**src/pin_config_pkg.sv**
```systemverilog
// Shared constants, types and decode function for the port 5/6 pin setup
package pin_config_pkg;

    // ==========================================================
    // Geometry
    localparam int PIN_COUNT = 8;
    localparam int FIELD_WIDTH = 2;
    localparam int REG_WIDTH = 8;

    // ==========================================================
    // Register offsets in the register-direct address space
    localparam logic [7:0] PORT5_HIGH_OFFSET = 8'hf0;
    localparam logic [7:0] PORT5_LOW_OFFSET = 8'hf1;
    localparam logic [7:0] PORT6_HIGH_OFFSET = 8'hf2;
    localparam logic [7:0] PORT6_LOW_OFFSET = 8'hf3;
    localparam logic [7:0] PORT6_PULLUP_OFFSET = 8'hf4;
    localparam logic [7:0] CONFIG_RESET = 8'h00;
    localparam logic [7:0] UNMAPPED_READ = 8'h00;

    // ==========================================================
    // Two-bit configuration codes
    localparam logic [1:0] CODE_INPUT = 2'h0;
    localparam logic [1:0] CODE_PULLUP_OR_SERIAL = 2'h1;
    localparam logic [1:0] CODE_ALT = 2'h2;
    localparam logic [1:0] CODE_OUTPUT = 2'h3;

    // ==========================================================
    // Pins that carry special alternate functions
    localparam int XTAL_IN_PIN = 7;
    localparam int XTAL_OUT_PIN = 6;
    localparam int SERIAL_OUT_PIN = 2;
    localparam int SERIAL_IN_PIN = 1;
    localparam int SERIAL_CLK_PIN = 0;
    localparam logic SERIAL_IDLE = 1'b1;

    // ==========================================================
    // Decoded mode of one pin
    typedef struct packed {
        logic drive;
        logic alt_main;
        logic alt_serial;
        logic input_mode;
        logic code_pullup;
    } pin_mode_type;

    // Reserved codes fall back to plain input with the driver off
    function automatic pin_mode_type decode_field(
        input logic [1:0] code,
        input logic alt_main_ok,
        input logic alt_serial_ok,
        input logic pullup_ok
    );
        pin_mode_type m;
        m = '0;
        case (code)
            CODE_INPUT: begin
                m.input_mode = 1'b1;
            end
            CODE_PULLUP_OR_SERIAL: begin
                if (pullup_ok) begin
                    m.input_mode = 1'b1;
                    m.code_pullup = 1'b1;
                end else if (alt_serial_ok) begin
                    m.alt_serial = 1'b1;
                end else begin
                    m.input_mode = 1'b1;
                end
            end
            CODE_ALT: begin
                if (alt_main_ok) begin
                    m.alt_main = 1'b1;
                end else begin
                    m.input_mode = 1'b1;
                end
            end
            CODE_OUTPUT: begin
                m.drive = 1'b1;
            end
            default: begin
                m.input_mode = 1'b1;
            end
        endcase
        return m;
    endfunction

endpackage

```
**src/pin_mode_if.sv**
```systemverilog
// Configuration bytes out, decoded pin modes back
`timescale 1ns/100ps
interface pin_mode_if;
    import pin_config_pkg::*;

    // ==========================================================
    // Configuration bytes held by the register file
    logic [REG_WIDTH-1:0] port5_high;
    logic [REG_WIDTH-1:0] port5_low;
    logic [REG_WIDTH-1:0] port6_high;
    logic [REG_WIDTH-1:0] port6_low;

    // ==========================================================
    // Decoded modes, one entry per pin
    pin_mode_type port5_mode [PIN_COUNT];
    pin_mode_type port6_mode [PIN_COUNT];

    modport owner (
        output port5_high, port5_low, port6_high, port6_low,
        input port5_mode, port6_mode
    );
    modport decoder (
        input port5_high, port5_low, port6_high, port6_low,
        output port5_mode, port6_mode
    );
endinterface

```
**src/pin_mode_decoder.sv**
```systemverilog
// Per-pin decode of the port 5 and port 6 configuration fields
`timescale 1ns/100ps
module pin_mode_decoder (
    // Configuration in, modes out
    pin_mode_if.decoder cfg
);
    import pin_config_pkg::*;

    logic [2*REG_WIDTH-1:0] port5_fields;
    logic [2*REG_WIDTH-1:0] port6_fields;

    // High byte serves pins 7..4, low byte pins 3..0
    assign port5_fields = {cfg.port5_high, cfg.port5_low};
    assign port6_fields = {cfg.port6_high, cfg.port6_low};

    // ==========================================================
    // Pin decode
    for (genvar i = 0; i < PIN_COUNT; i++) begin : g_pin
        // Port 5: pull-up code everywhere, crystal only on 7 and 6
        assign cfg.port5_mode[i] = decode_field(
            port5_fields[FIELD_WIDTH*i +: FIELD_WIDTH],
            (i == XTAL_IN_PIN) || (i == XTAL_OUT_PIN),
            1'b0,
            1'b1);
        // Port 6: LCD everywhere, serial outputs only on 2 and 0
        assign cfg.port6_mode[i] = decode_field(
            port6_fields[FIELD_WIDTH*i +: FIELD_WIDTH],
            1'b1,
            (i == SERIAL_OUT_PIN) || (i == SERIAL_CLK_PIN),
            1'b0);
    end

endmodule

```
**src/port56_pin_config.sv**
```systemverilog
// Port 5 and port 6 pin configuration registers and pin control
`timescale 1ns/100ps
module port56_pin_config (
    // Clock and reset
    input wire logic clk,
    input wire logic reset_n,
    // Register-direct access
    input wire logic [7:0] reg_addr,
    input wire logic [7:0] reg_wdata,
    input wire logic reg_write,
    output logic [7:0] reg_rdata,
    // Port data registers and sampled levels
    input wire logic [pin_config_pkg::PIN_COUNT-1:0] port5_data_out,
    input wire logic [pin_config_pkg::PIN_COUNT-1:0] port6_data_out,
    output logic [pin_config_pkg::PIN_COUNT-1:0] port5_pin_level,
    output logic [pin_config_pkg::PIN_COUNT-1:0] port6_pin_level,
    // Port 5 pads
    input wire logic [pin_config_pkg::PIN_COUNT-1:0] port5_pin_in,
    output logic [pin_config_pkg::PIN_COUNT-1:0] port5_pin_out,
    output logic [pin_config_pkg::PIN_COUNT-1:0] port5_pin_oe,
    output logic [pin_config_pkg::PIN_COUNT-1:0] port5_pullup_on,
    // Port 6 pads
    input wire logic [pin_config_pkg::PIN_COUNT-1:0] port6_pin_in,
    output logic [pin_config_pkg::PIN_COUNT-1:0] port6_pin_out,
    output logic [pin_config_pkg::PIN_COUNT-1:0] port6_pin_oe,
    output logic [pin_config_pkg::PIN_COUNT-1:0] port6_pullup_on,
    // Alternate function hookups
    output logic subosc_crystal_in,
    output logic subosc_crystal_out,
    output logic [pin_config_pkg::PIN_COUNT-1:0] lcd_segment_pin,
    input wire logic serial_data_out,
    input wire logic serial_clock_out,
    output logic serial_data_in,
    output logic serial_clock_in
);
    import pin_config_pkg::*;

    // ==========================================================
    // State
    typedef struct packed {
        logic [REG_WIDTH-1:0] port5_high;
        logic [REG_WIDTH-1:0] port5_low;
        logic [REG_WIDTH-1:0] port6_high;
        logic [REG_WIDTH-1:0] port6_low;
        logic [REG_WIDTH-1:0] pullup_en;
        logic [REG_WIDTH-1:0] rdata;
        logic [2*PIN_COUNT-1:0] sync_first;
        logic [2*PIN_COUNT-1:0] sync_second;
        logic [PIN_COUNT-1:0] p5_out;
        logic [PIN_COUNT-1:0] p5_oe;
        logic [PIN_COUNT-1:0] p5_pull;
        logic [PIN_COUNT-1:0] p6_out;
        logic [PIN_COUNT-1:0] p6_oe;
        logic [PIN_COUNT-1:0] p6_pull;
        logic [PIN_COUNT-1:0] lcd_en;
        logic xtal_in_en;
        logic xtal_out_en;
        logic ser_din;
        logic ser_clk;
    } state_type;

    state_type state_reg;
    state_type state_next;

    pin_mode_if mode_bus ();

    // Configuration bytes go to the decoder straight from the flops
    assign mode_bus.port5_high = state_reg.port5_high;
    assign mode_bus.port5_low = state_reg.port5_low;
    assign mode_bus.port6_high = state_reg.port6_high;
    assign mode_bus.port6_low = state_reg.port6_low;

    pin_mode_decoder u_decoder (
        .cfg (mode_bus.decoder)
    );

    // ==========================================================
    // Next state
    always_comb begin
        state_next = state_reg;
        // Pads are asynchronous to clk; two flops before any use
        state_next.sync_first = {port6_pin_in, port5_pin_in};
        state_next.sync_second = state_reg.sync_first;

        // Register-direct writes; every bit is stored
        if (reg_write) begin
            case (reg_addr)
                PORT5_HIGH_OFFSET: state_next.port5_high = reg_wdata;
                PORT5_LOW_OFFSET: state_next.port5_low = reg_wdata;
                PORT6_HIGH_OFFSET: state_next.port6_high = reg_wdata;
                PORT6_LOW_OFFSET: state_next.port6_low = reg_wdata;
                PORT6_PULLUP_OFFSET: state_next.pullup_en = reg_wdata;
                default: begin
                end
            endcase
        end

        // Reads have no side effect, so the data is refreshed each cycle
        case (reg_addr)
            PORT5_HIGH_OFFSET: state_next.rdata = state_reg.port5_high;
            PORT5_LOW_OFFSET: state_next.rdata = state_reg.port5_low;
            PORT6_HIGH_OFFSET: state_next.rdata = state_reg.port6_high;
            PORT6_LOW_OFFSET: state_next.rdata = state_reg.port6_low;
            PORT6_PULLUP_OFFSET: state_next.rdata = state_reg.pullup_en;
            default: state_next.rdata = UNMAPPED_READ;
        endcase

        // Pin control from the decoded modes
        for (int i = 0; i < PIN_COUNT; i++) begin
            // Reserved codes decode to input, so no driver here
            state_next.p5_oe[i] = mode_bus.port5_mode[i].drive;
            state_next.p5_out[i] = port5_data_out[i];
            state_next.p5_pull[i] = mode_bus.port5_mode[i].code_pullup;
            state_next.p6_oe[i] = mode_bus.port6_mode[i].drive
                | mode_bus.port6_mode[i].alt_serial;
            state_next.p6_out[i] = port6_data_out[i];
            // Pull-up only while the pin is an input
            state_next.p6_pull[i] = mode_bus.port6_mode[i].input_mode
                & state_reg.pullup_en[i];
            state_next.lcd_en[i] = mode_bus.port6_mode[i].alt_main;
        end
        // Serial engine owns the driven level on its alternate pins
        if (mode_bus.port6_mode[SERIAL_OUT_PIN].alt_serial) begin
            state_next.p6_out[SERIAL_OUT_PIN] = serial_data_out;
        end
        if (mode_bus.port6_mode[SERIAL_CLK_PIN].alt_serial) begin
            state_next.p6_out[SERIAL_CLK_PIN] = serial_clock_out;
        end

        // Crystal pins: driver and pull-up already off in this mode
        state_next.xtal_in_en =
            mode_bus.port5_mode[XTAL_IN_PIN].alt_main;
        state_next.xtal_out_en =
            mode_bus.port5_mode[XTAL_OUT_PIN].alt_main;

        // Serial inputs idle high when the pin is not an input
        state_next.ser_din = SERIAL_IDLE;
        state_next.ser_clk = SERIAL_IDLE;
        if (mode_bus.port6_mode[SERIAL_IN_PIN].input_mode) begin
            state_next.ser_din =
                state_reg.sync_second[PIN_COUNT + SERIAL_IN_PIN];
        end
        if (mode_bus.port6_mode[SERIAL_CLK_PIN].input_mode) begin
            state_next.ser_clk =
                state_reg.sync_second[PIN_COUNT + SERIAL_CLK_PIN];
        end

        // Synchronous reset: every pin back to plain input
        if (!reset_n) begin
            state_next = '0;
            state_next.port5_high = CONFIG_RESET;
            state_next.port5_low = CONFIG_RESET;
            state_next.port6_high = CONFIG_RESET;
            state_next.port6_low = CONFIG_RESET;
            state_next.pullup_en = CONFIG_RESET;
            state_next.ser_din = SERIAL_IDLE;
            state_next.ser_clk = SERIAL_IDLE;
        end
    end

    // ==========================================================
    // State register
    always_ff @(posedge clk) begin
        state_reg <= state_next;
    end

    // ==========================================================
    // Outputs, all straight from flops
    assign reg_rdata = state_reg.rdata;
    assign port5_pin_level = state_reg.sync_second[PIN_COUNT-1:0];
    assign port6_pin_level = state_reg.sync_second[2*PIN_COUNT-1:PIN_COUNT];
    assign port5_pin_out = state_reg.p5_out;
    assign port5_pin_oe = state_reg.p5_oe;
    assign port5_pullup_on = state_reg.p5_pull;
    assign port6_pin_out = state_reg.p6_out;
    assign port6_pin_oe = state_reg.p6_oe;
    assign port6_pullup_on = state_reg.p6_pull;
    assign subosc_crystal_in = state_reg.xtal_in_en;
    assign subosc_crystal_out = state_reg.xtal_out_en;
    assign lcd_segment_pin = state_reg.lcd_en;
    assign serial_data_in = state_reg.ser_din;
    assign serial_clock_in = state_reg.ser_clk;

    // ==========================================================
    // Checks
    xtal_in_mode_a: assert property (@(posedge clk)
        disable iff (!reset_n)
        state_reg.port5_high[7:6] == CODE_ALT |=>
            subosc_crystal_in && !port5_pin_oe[7] && !port5_pullup_on[7])
        else $error("crystal in mode not applied");

    xtal_out_mode_a: assert property (@(posedge clk)
        disable iff (!reset_n)
        state_reg.port5_high[5:4] == CODE_ALT |=>
            subosc_crystal_out && !port5_pin_oe[6])
        else $error("crystal out mode not applied");

    reserved_input_a: assert property (@(posedge clk)
        disable iff (!reset_n)
        state_reg.port5_high[3:2] == CODE_ALT |=>
            !port5_pin_oe[5] && !port5_pullup_on[5])
        else $error("reserved code drove pin 5.5");

    port5_output_a: assert property (@(posedge clk)
        disable iff (!reset_n)
        state_reg.port5_low[1:0] == CODE_OUTPUT |=>
            port5_pin_oe[0] && port5_pin_out[0] == $past(port5_data_out[0]))
        else $error("pin 5.0 output not driven from data");

    port5_pullup_a: assert property (@(posedge clk)
        disable iff (!reset_n)
        state_reg.port5_low[7:6] == CODE_PULLUP_OR_SERIAL |=>
            port5_pullup_on[3] && !port5_pin_oe[3])
        else $error("pin 5.3 pull-up missing");

    lcd_mode_a: assert property (@(posedge clk) disable iff (!reset_n)
        state_reg.port6_high[7:6] == CODE_ALT |=>
            lcd_segment_pin[7] && !port6_pin_oe[7] && !port6_pullup_on[7])
        else $error("pin 6.7 LCD mode wrong");

    serial_out_a: assert property (@(posedge clk) disable iff (!reset_n)
        state_reg.port6_low[5:4] == CODE_PULLUP_OR_SERIAL |=>
            port6_pin_oe[2] && port6_pin_out[2] == $past(serial_data_out))
        else $error("serial data not on pin 6.2");

    serial_in_a: assert property (@(posedge clk) disable iff (!reset_n)
        state_reg.port6_low[3:2] == CODE_INPUT |=>
            serial_data_in == $past(port6_pin_level[1]))
        else $error("pin 6.1 not fed to serial input");

    serial_clock_a: assert property (@(posedge clk)
        disable iff (!reset_n)
        state_reg.port6_low[1:0] == CODE_PULLUP_OR_SERIAL |=>
            port6_pin_oe[0] && port6_pin_out[0] == $past(serial_clock_out))
        else $error("serial clock not on pin 6.0");

    pullup_force_a: assert property (@(posedge clk)
        disable iff (!reset_n)
        state_reg.port6_low[7:6] == CODE_OUTPUT |=> !port6_pullup_on[3])
        else $error("pull-up left on with output");

    pullup_enable_a: assert property (@(posedge clk)
        disable iff (!reset_n)
        state_reg.port6_high[1:0] == CODE_INPUT && state_reg.pullup_en[4]
            |=> port6_pullup_on[4])
        else $error("enabled pull-up not applied");

    reset_clear_a: assert property (@(posedge clk)
        $rose(reset_n) |-> state_reg.port5_high == CONFIG_RESET
            && state_reg.pullup_en == CONFIG_RESET && port6_pin_oe == '0)
        else $error("registers not cleared by reset");

    write_store_a: assert property (@(posedge clk) disable iff (!reset_n)
        reg_write && reg_addr == PORT6_LOW_OFFSET ##1 !reg_write
            && reg_addr == PORT6_LOW_OFFSET
            |=> reg_rdata == $past(reg_wdata, 2))
        else $error("read back differs from write");

    level_sample_a: assert property (@(posedge clk)
        disable iff (!reset_n)
        $past(reset_n, 2) |-> port5_pin_level == $past(port5_pin_in, 2))
        else $error("pin level not sampled through two flops");

endmodule

```
**config.mk**
```make
export PLATFORM = sky130hd
export DESIGN_NAME = port56_pin_config
export DESIGN_NICKNAME = d
export VERILOG_FILES = /design/src/pin_config_pkg.sv /design/src/pin_mode_if.sv /design/src/pin_mode_decoder.sv /design/src/port56_pin_config.sv
export SDC_FILE = /design/constraint.sdc
export NUM_CORES = 1
export LEC_CHECK = 0
export ABC_AREA = 1
export BUFFER_PORTS_ARGS = -buffer_cell sky130_fd_sc_hd__buf_2
export CORE_MARGIN = 5
export CORE_UTILIZATION = 47
export CTS_CLUSTER_DIAMETER = 80
export DETAILED_ROUTE_END_ITERATION = 16
export PLACE_DENSITY = 0.76
export SLEW_MARGIN = 30
export SYNTH_ARGS = -nofsm -noshare
export SYNTH_HDL_FRONTEND = slang
export SYNTH_SLANG_ARGS = --single-unit
```
**constraint.sdc**
```tcl
create_clock -name clk -period 1.1 [get_ports clk]
set_input_delay 0.22 -clock clk [delete_from_list [all_inputs] [get_ports clk]]
set_output_delay 0.22 -clock clk [all_outputs]
set_load 0.01 [all_outputs]
```
## Word level (Yosys, flattened, before mapping)

Index checks and enable logic that the tools add are counted.

| storage, ports and cells | value |
|---|---|
| register bits after elaboration | 140 |
| output and inout port bits | 84 |
| logic and storage cells | 144 |

| cells by class | value |
|---|---|
| eq/ne operators | 47 |
| mux-type cells | 47 |
| bitwise logic cells | 10 |
| reduce and logical (&&, ||, !) cells | 21 |

Operators with widths:

| kind | number |
|---|---|
| 2-bit equality test, second input constant | 26 |
| 1-bit two-way mux | 46 |
| 8-bit equality test, second input constant | 5 |
| 8-bit one-hot mux with 5 select lines | 1 |
| 2-bit by 1-bit equality test with 1-bit output, second input constant | 16 |
| 2-bit zero test | 8 |
| 2-bit AND reduction | 7 |
| 2-bit OR reduction | 6 |
| 1-bit bitwise AND | 8 |
| 1-bit OR | 2 |

## Logic depth before layout (Yosys ltp)

| depth | value |
|---|---|
| word-level depth | 4 |
| mapped depth | 7 |
| depth with buffers taken out | 7 |

## Cells and area by module

Synthesis repeated with hierarchy kept, for this count alone.

| unflattened totals | value |
|---|---|
| cells, all modules | 748 |
| area, all modules | 5848.1 um2 |

By module, submodules not included:

| module | times used | cells each | area each (um2) | seq. area each (um2) |
|---|---|---|---|---|
| port56_pin_config | 1 | 645 | 5356.4 | 2802.7 |
| pin_mode_decoder | 1 | 103 | 491.7 | 0.0 |

## Worst setup path before layout

Ideal clock, no wire load.

| path | value |
|---|---|
| path type | in2reg |
| from | input reg_addr[2] |
| to | register state_reg (netlist bit mode_bus.port6_low[5]) |
| arrival | 0.999 ns |
| required time | 0.981 ns |
| setup slack | -0.018 ns |
| stages | 7 |
| buffers on the path | 1 |
| cell sequence | inv_1 > nand2_4 > nor2_4 > nand3_4 > buf_6 > o21ai_0 > a21oi_1 |

| on the way | value |
|---|---|
| cells in the longest elaborated chain, start to end | 2 |

Ends and longest elaborated chain:

| what | line | text |
|---|---|---|
| from (decl) | port56_pin_config.sv:8 | `input wire logic [7:0] reg_addr,` |
| 8-bit equality test | port56_pin_config.sv:87 | `case (reg_addr)` |
| 2-bit AND reduction (no line) | - |  |
| to (signal assigned) | port56_pin_config.sv:164 | `state_reg <= state_next;` |
| to (decl) | port56_pin_config.sv:62 | `state_type state_reg;` |

No other way between the ends.
A chain may end at the register's enable or synchronous reset.

## Worst setup path in the final report

| path | value |
|---|---|
| from | register state_reg (netlist bit lcd_segment_pin[0]) |
| to | output lcd_segment_pin[0] (netlist bit) |

RTL lines:

| what | line | text |
|---|---|---|
| to (decl) | port56_pin_config.sv:30 | `output logic [pin_config_pkg::PIN_COUNT-1:0] lcd_segment_pin,` |

No word-level cell between the ends.

==> results.cfg <==
[outcome]
status = complete, but fails checks
violations = setup timing

[worst_setup_path]
worstPathRequired_ps = 880
setup.worst_path.class = flop to primary output
crit_path_max_incr_delay_ps = 330
critPathBufInv = 1
crit_family = flip-flops
crit_arrival_ps = 980
timing.critical_path.cells = buf_2
cp_slowest_cell = sky130_fd_sc_hd__dfxtp_1
worstPathMaxFanout = 1
setup_crit_start_kind = flop
cp-end-kind = primary output

[floorplanning]
floorplan.die_area_um2 = 13400
die_y_um = 116
boundaryPins = 137
row_count = 38
die_w_um = 116
start_util_pct = 48.3
core_region_area_um2 = 10900

[timing]
worst-slew-pin-transition_ps = 430
total_count_of_max_transition_violations_in_the_final_report = 0
fin_tns_setup_ps = -5250
final.setup_skew_ps = 12.5
report.final.setup_viol = 84
slew_headroom_pct = 71.3
final-hold-violation-count = 0
fin_worst_hold_slack_ps = 43.0
max_freq_mhz = 833
final_min_period_over_clock_period_pct = 109
setup_slack_ps = -100
min_period_ps = 1200
grt_setup_unrepaired = true

[synth]
synthesis.area_um2 = 5260
netlist_top_cells_area = sky130_fd_sc_hd__dfxtp_1, sky130_fd_sc_hd__buf_4, sky130_fd_sc_hd__inv_1, sky130_fd_sc_hd__nand2_1, sky130_fd_sc_hd__a21oi_1
synth_top_cell_area_share_pct = 53.3
synth_cells = 604
synth_top_area_cell = sky130_fd_sc_hd__dfxtp_1
yosysUniqueCellTypes = 24
postSynthRegisterBits = 140
synth_seq_area_share_pct = 53.3
synthesis.area_per_instance_um2 = 8.70
synth_fp_nets = 657
ys_warn_count = 0

[global_routing]
antenna_found_initial = 0
first_global_vias = 4100
grt_first_pass_wirelength_um = 19700
pin_count_of_the_biggest_net_entering_global_routing = 47
grt_util_all_layers_pct = 19.0
grt_overflow_total = 0

[final_layout]
largest_register_ffs = 24
diodes = 0
drive_above_1_share_pct = 34.4
fin_nets = 764
final_util_pct = 62.3
finalInstanceArea_um2 = 6780
layoutNonFillerInstCount = 864
area.growth.synth_to_final_pct = 29.0

[placed_design]
post_dp_cell_area_um2 = 5590
post_dp_hpwl_um = 8310
buffer_ports.inserted = 136
dpl.cell_count = 798
replace_congestion = 0.930

[cts]
cts_htree_levels = 4
cts-root-to-sink-buffers = 2
cts.sinks = 140
insertion_delay_ps = 520
cts_made_buffers = 17
clock-root-buffer = sky130_fd_sc_hd__clkbuf_8
cts.reportedPaths.clkPinSlew_ps = 60
clock_tree_from_tritoncts = yes
cts.repair_timing.setup_buffer_count = 0

[power]
power.density_cell_area_nw_per_um2 = 1650
ir_drop_mv = 1.04
leakagePower_uw = 0.00323

[drt]
firstDrtPassIters = 5
detail_route.iter0.violations = 311
vias = 4092
routedWlPerCell_um = 14.5
remaining_drc_errors = 0
ant_nets = 0
postRouteWirelength_um = 12500
viasPerCell = 4.74

[flow_run]
max_cap_viol_count = 0

[worst_hold_path]
timing.hold.worst.class = input pin to flop
## layer usage
layer | vias to the layer above | global-route usage (%) | wire (um)
li1 | 2044 | - | -
met1 | 1865 | 21.5 | 4810
met2 | 158 | 33.8 | 6460
met3 | 25 | 6.68 | 1050
met4 | 0 | 5.88 | 205
met5 | - | 0 | 0
## timing repair
action / in CTS / in global routing
endpoints found under the hold margin: 32 / 0
hold buffers: 34 / 0
cloned: 0 / 0
resized for setup: 25 / 53
setup endpoints to repair: 84 / 85
## cell usage after synthesis
library cell and instances:
sky130_fd_sc_hd__nor2_8 1, sky130_fd_sc_hd__nand3_4 2, sky130_fd_sc_hd__a21oi_1 50, sky130_fd_sc_hd__buf_1 2, sky130_fd_sc_hd__clkbuf_1 11, sky130_fd_sc_hd__buf_6 9, sky130_fd_sc_hd__nand2_4 1, sky130_fd_sc_hd__nor3_1 38
sky130_fd_sc_hd__o21ai_1 6, sky130_fd_sc_hd__buf_2 2, sky130_fd_sc_hd__inv_1 89, sky130_fd_sc_hd__inv_2 4, sky130_fd_sc_hd__nor2_1 8, sky130_fd_sc_hd__nand3_1 42, sky130_fd_sc_hd__nor2_4 5, sky130_fd_sc_hd__nand2_2 2
sky130_fd_sc_hd__o21ai_0 36, sky130_fd_sc_hd__nand3b_1 1, sky130_fd_sc_hd__buf_4 80, sky130_fd_sc_hd__nand3_2 3, sky130_fd_sc_hd__or4_1 1, sky130_fd_sc_hd__dfxtp_1 140, sky130_fd_sc_hd__nand2_1 69, sky130_fd_sc_hd__nor4_1 2
## cell families after synthesis
group	synth area share (%)
AO/OA/AOI/OAI	8.76
buffers and inverters	21.1
flip-flops	53.3
AND/OR/NAND/NOR	16.8
## cells in the final DEF (no fill, tap or decap), drive strengths merged
cell and count:
a21oi 50, buf 158, bufinv 1, clkbuf 18
clkinv 6, clkinvlp 2, dfxtp 140, dlygate4sd3 34
inv 98, nand2 72, nand3 47, nand3b 1
nor2 14, nor3 38, nor4 2, o21ai 42
or4 1
## report_power, final
part / switching, uW / total (uW) / internal, uW
logic: 350 / 669 / 319
clock network: 2250 / 5350 / 3100
registers: 32.7 / 5200 / 5170
total: 2630 / 11200 / 8590
## final cells by class
cell class	count	area (um2)
clock buffers	18	428
clock inverters	14	136
fillers	856	4110
inverters	93	349
multi-input cells	267	1360
flip-flops and latches	140	2850
well taps	140	175
repair buffers	192	1490
## stage by stage
| step | total power, uW | setup WS, ps |
|---|---|---|
| 6_report | 11200 | -100 |
| 5_1_grt | 11600 | -156 |
| 4_1_cts | 11300 | -111 |
| 3_5_place_dp | 5830 | -227 |
| 3_3_place_gp | 5810 | -175 |
| 2_1_floorplan | 5630 | 6.02 |
## path summary, 6_finish.rpt
check	slack [ps]	cells past startpoint	to	startpoint
worst max register to register	60	5	reg_rdata[0]$_SDFF_PN0_	mode_bus.port6_low[0]$_SDFFE_PN0P_
worst min register to register	410	2	port6_pin_level[0]$_SDFF_PN0_	state_reg[84]$_SDFF_PN0_
worst max-delay path	-100	1	lcd_segment_pin[0]	lcd_segment_pin[0]$_SDFF_PN0_
worst min-delay path	40	3	serial_clock_in$_SDFF_PN1_	reset_n
(Power assumes the default switching activity.)
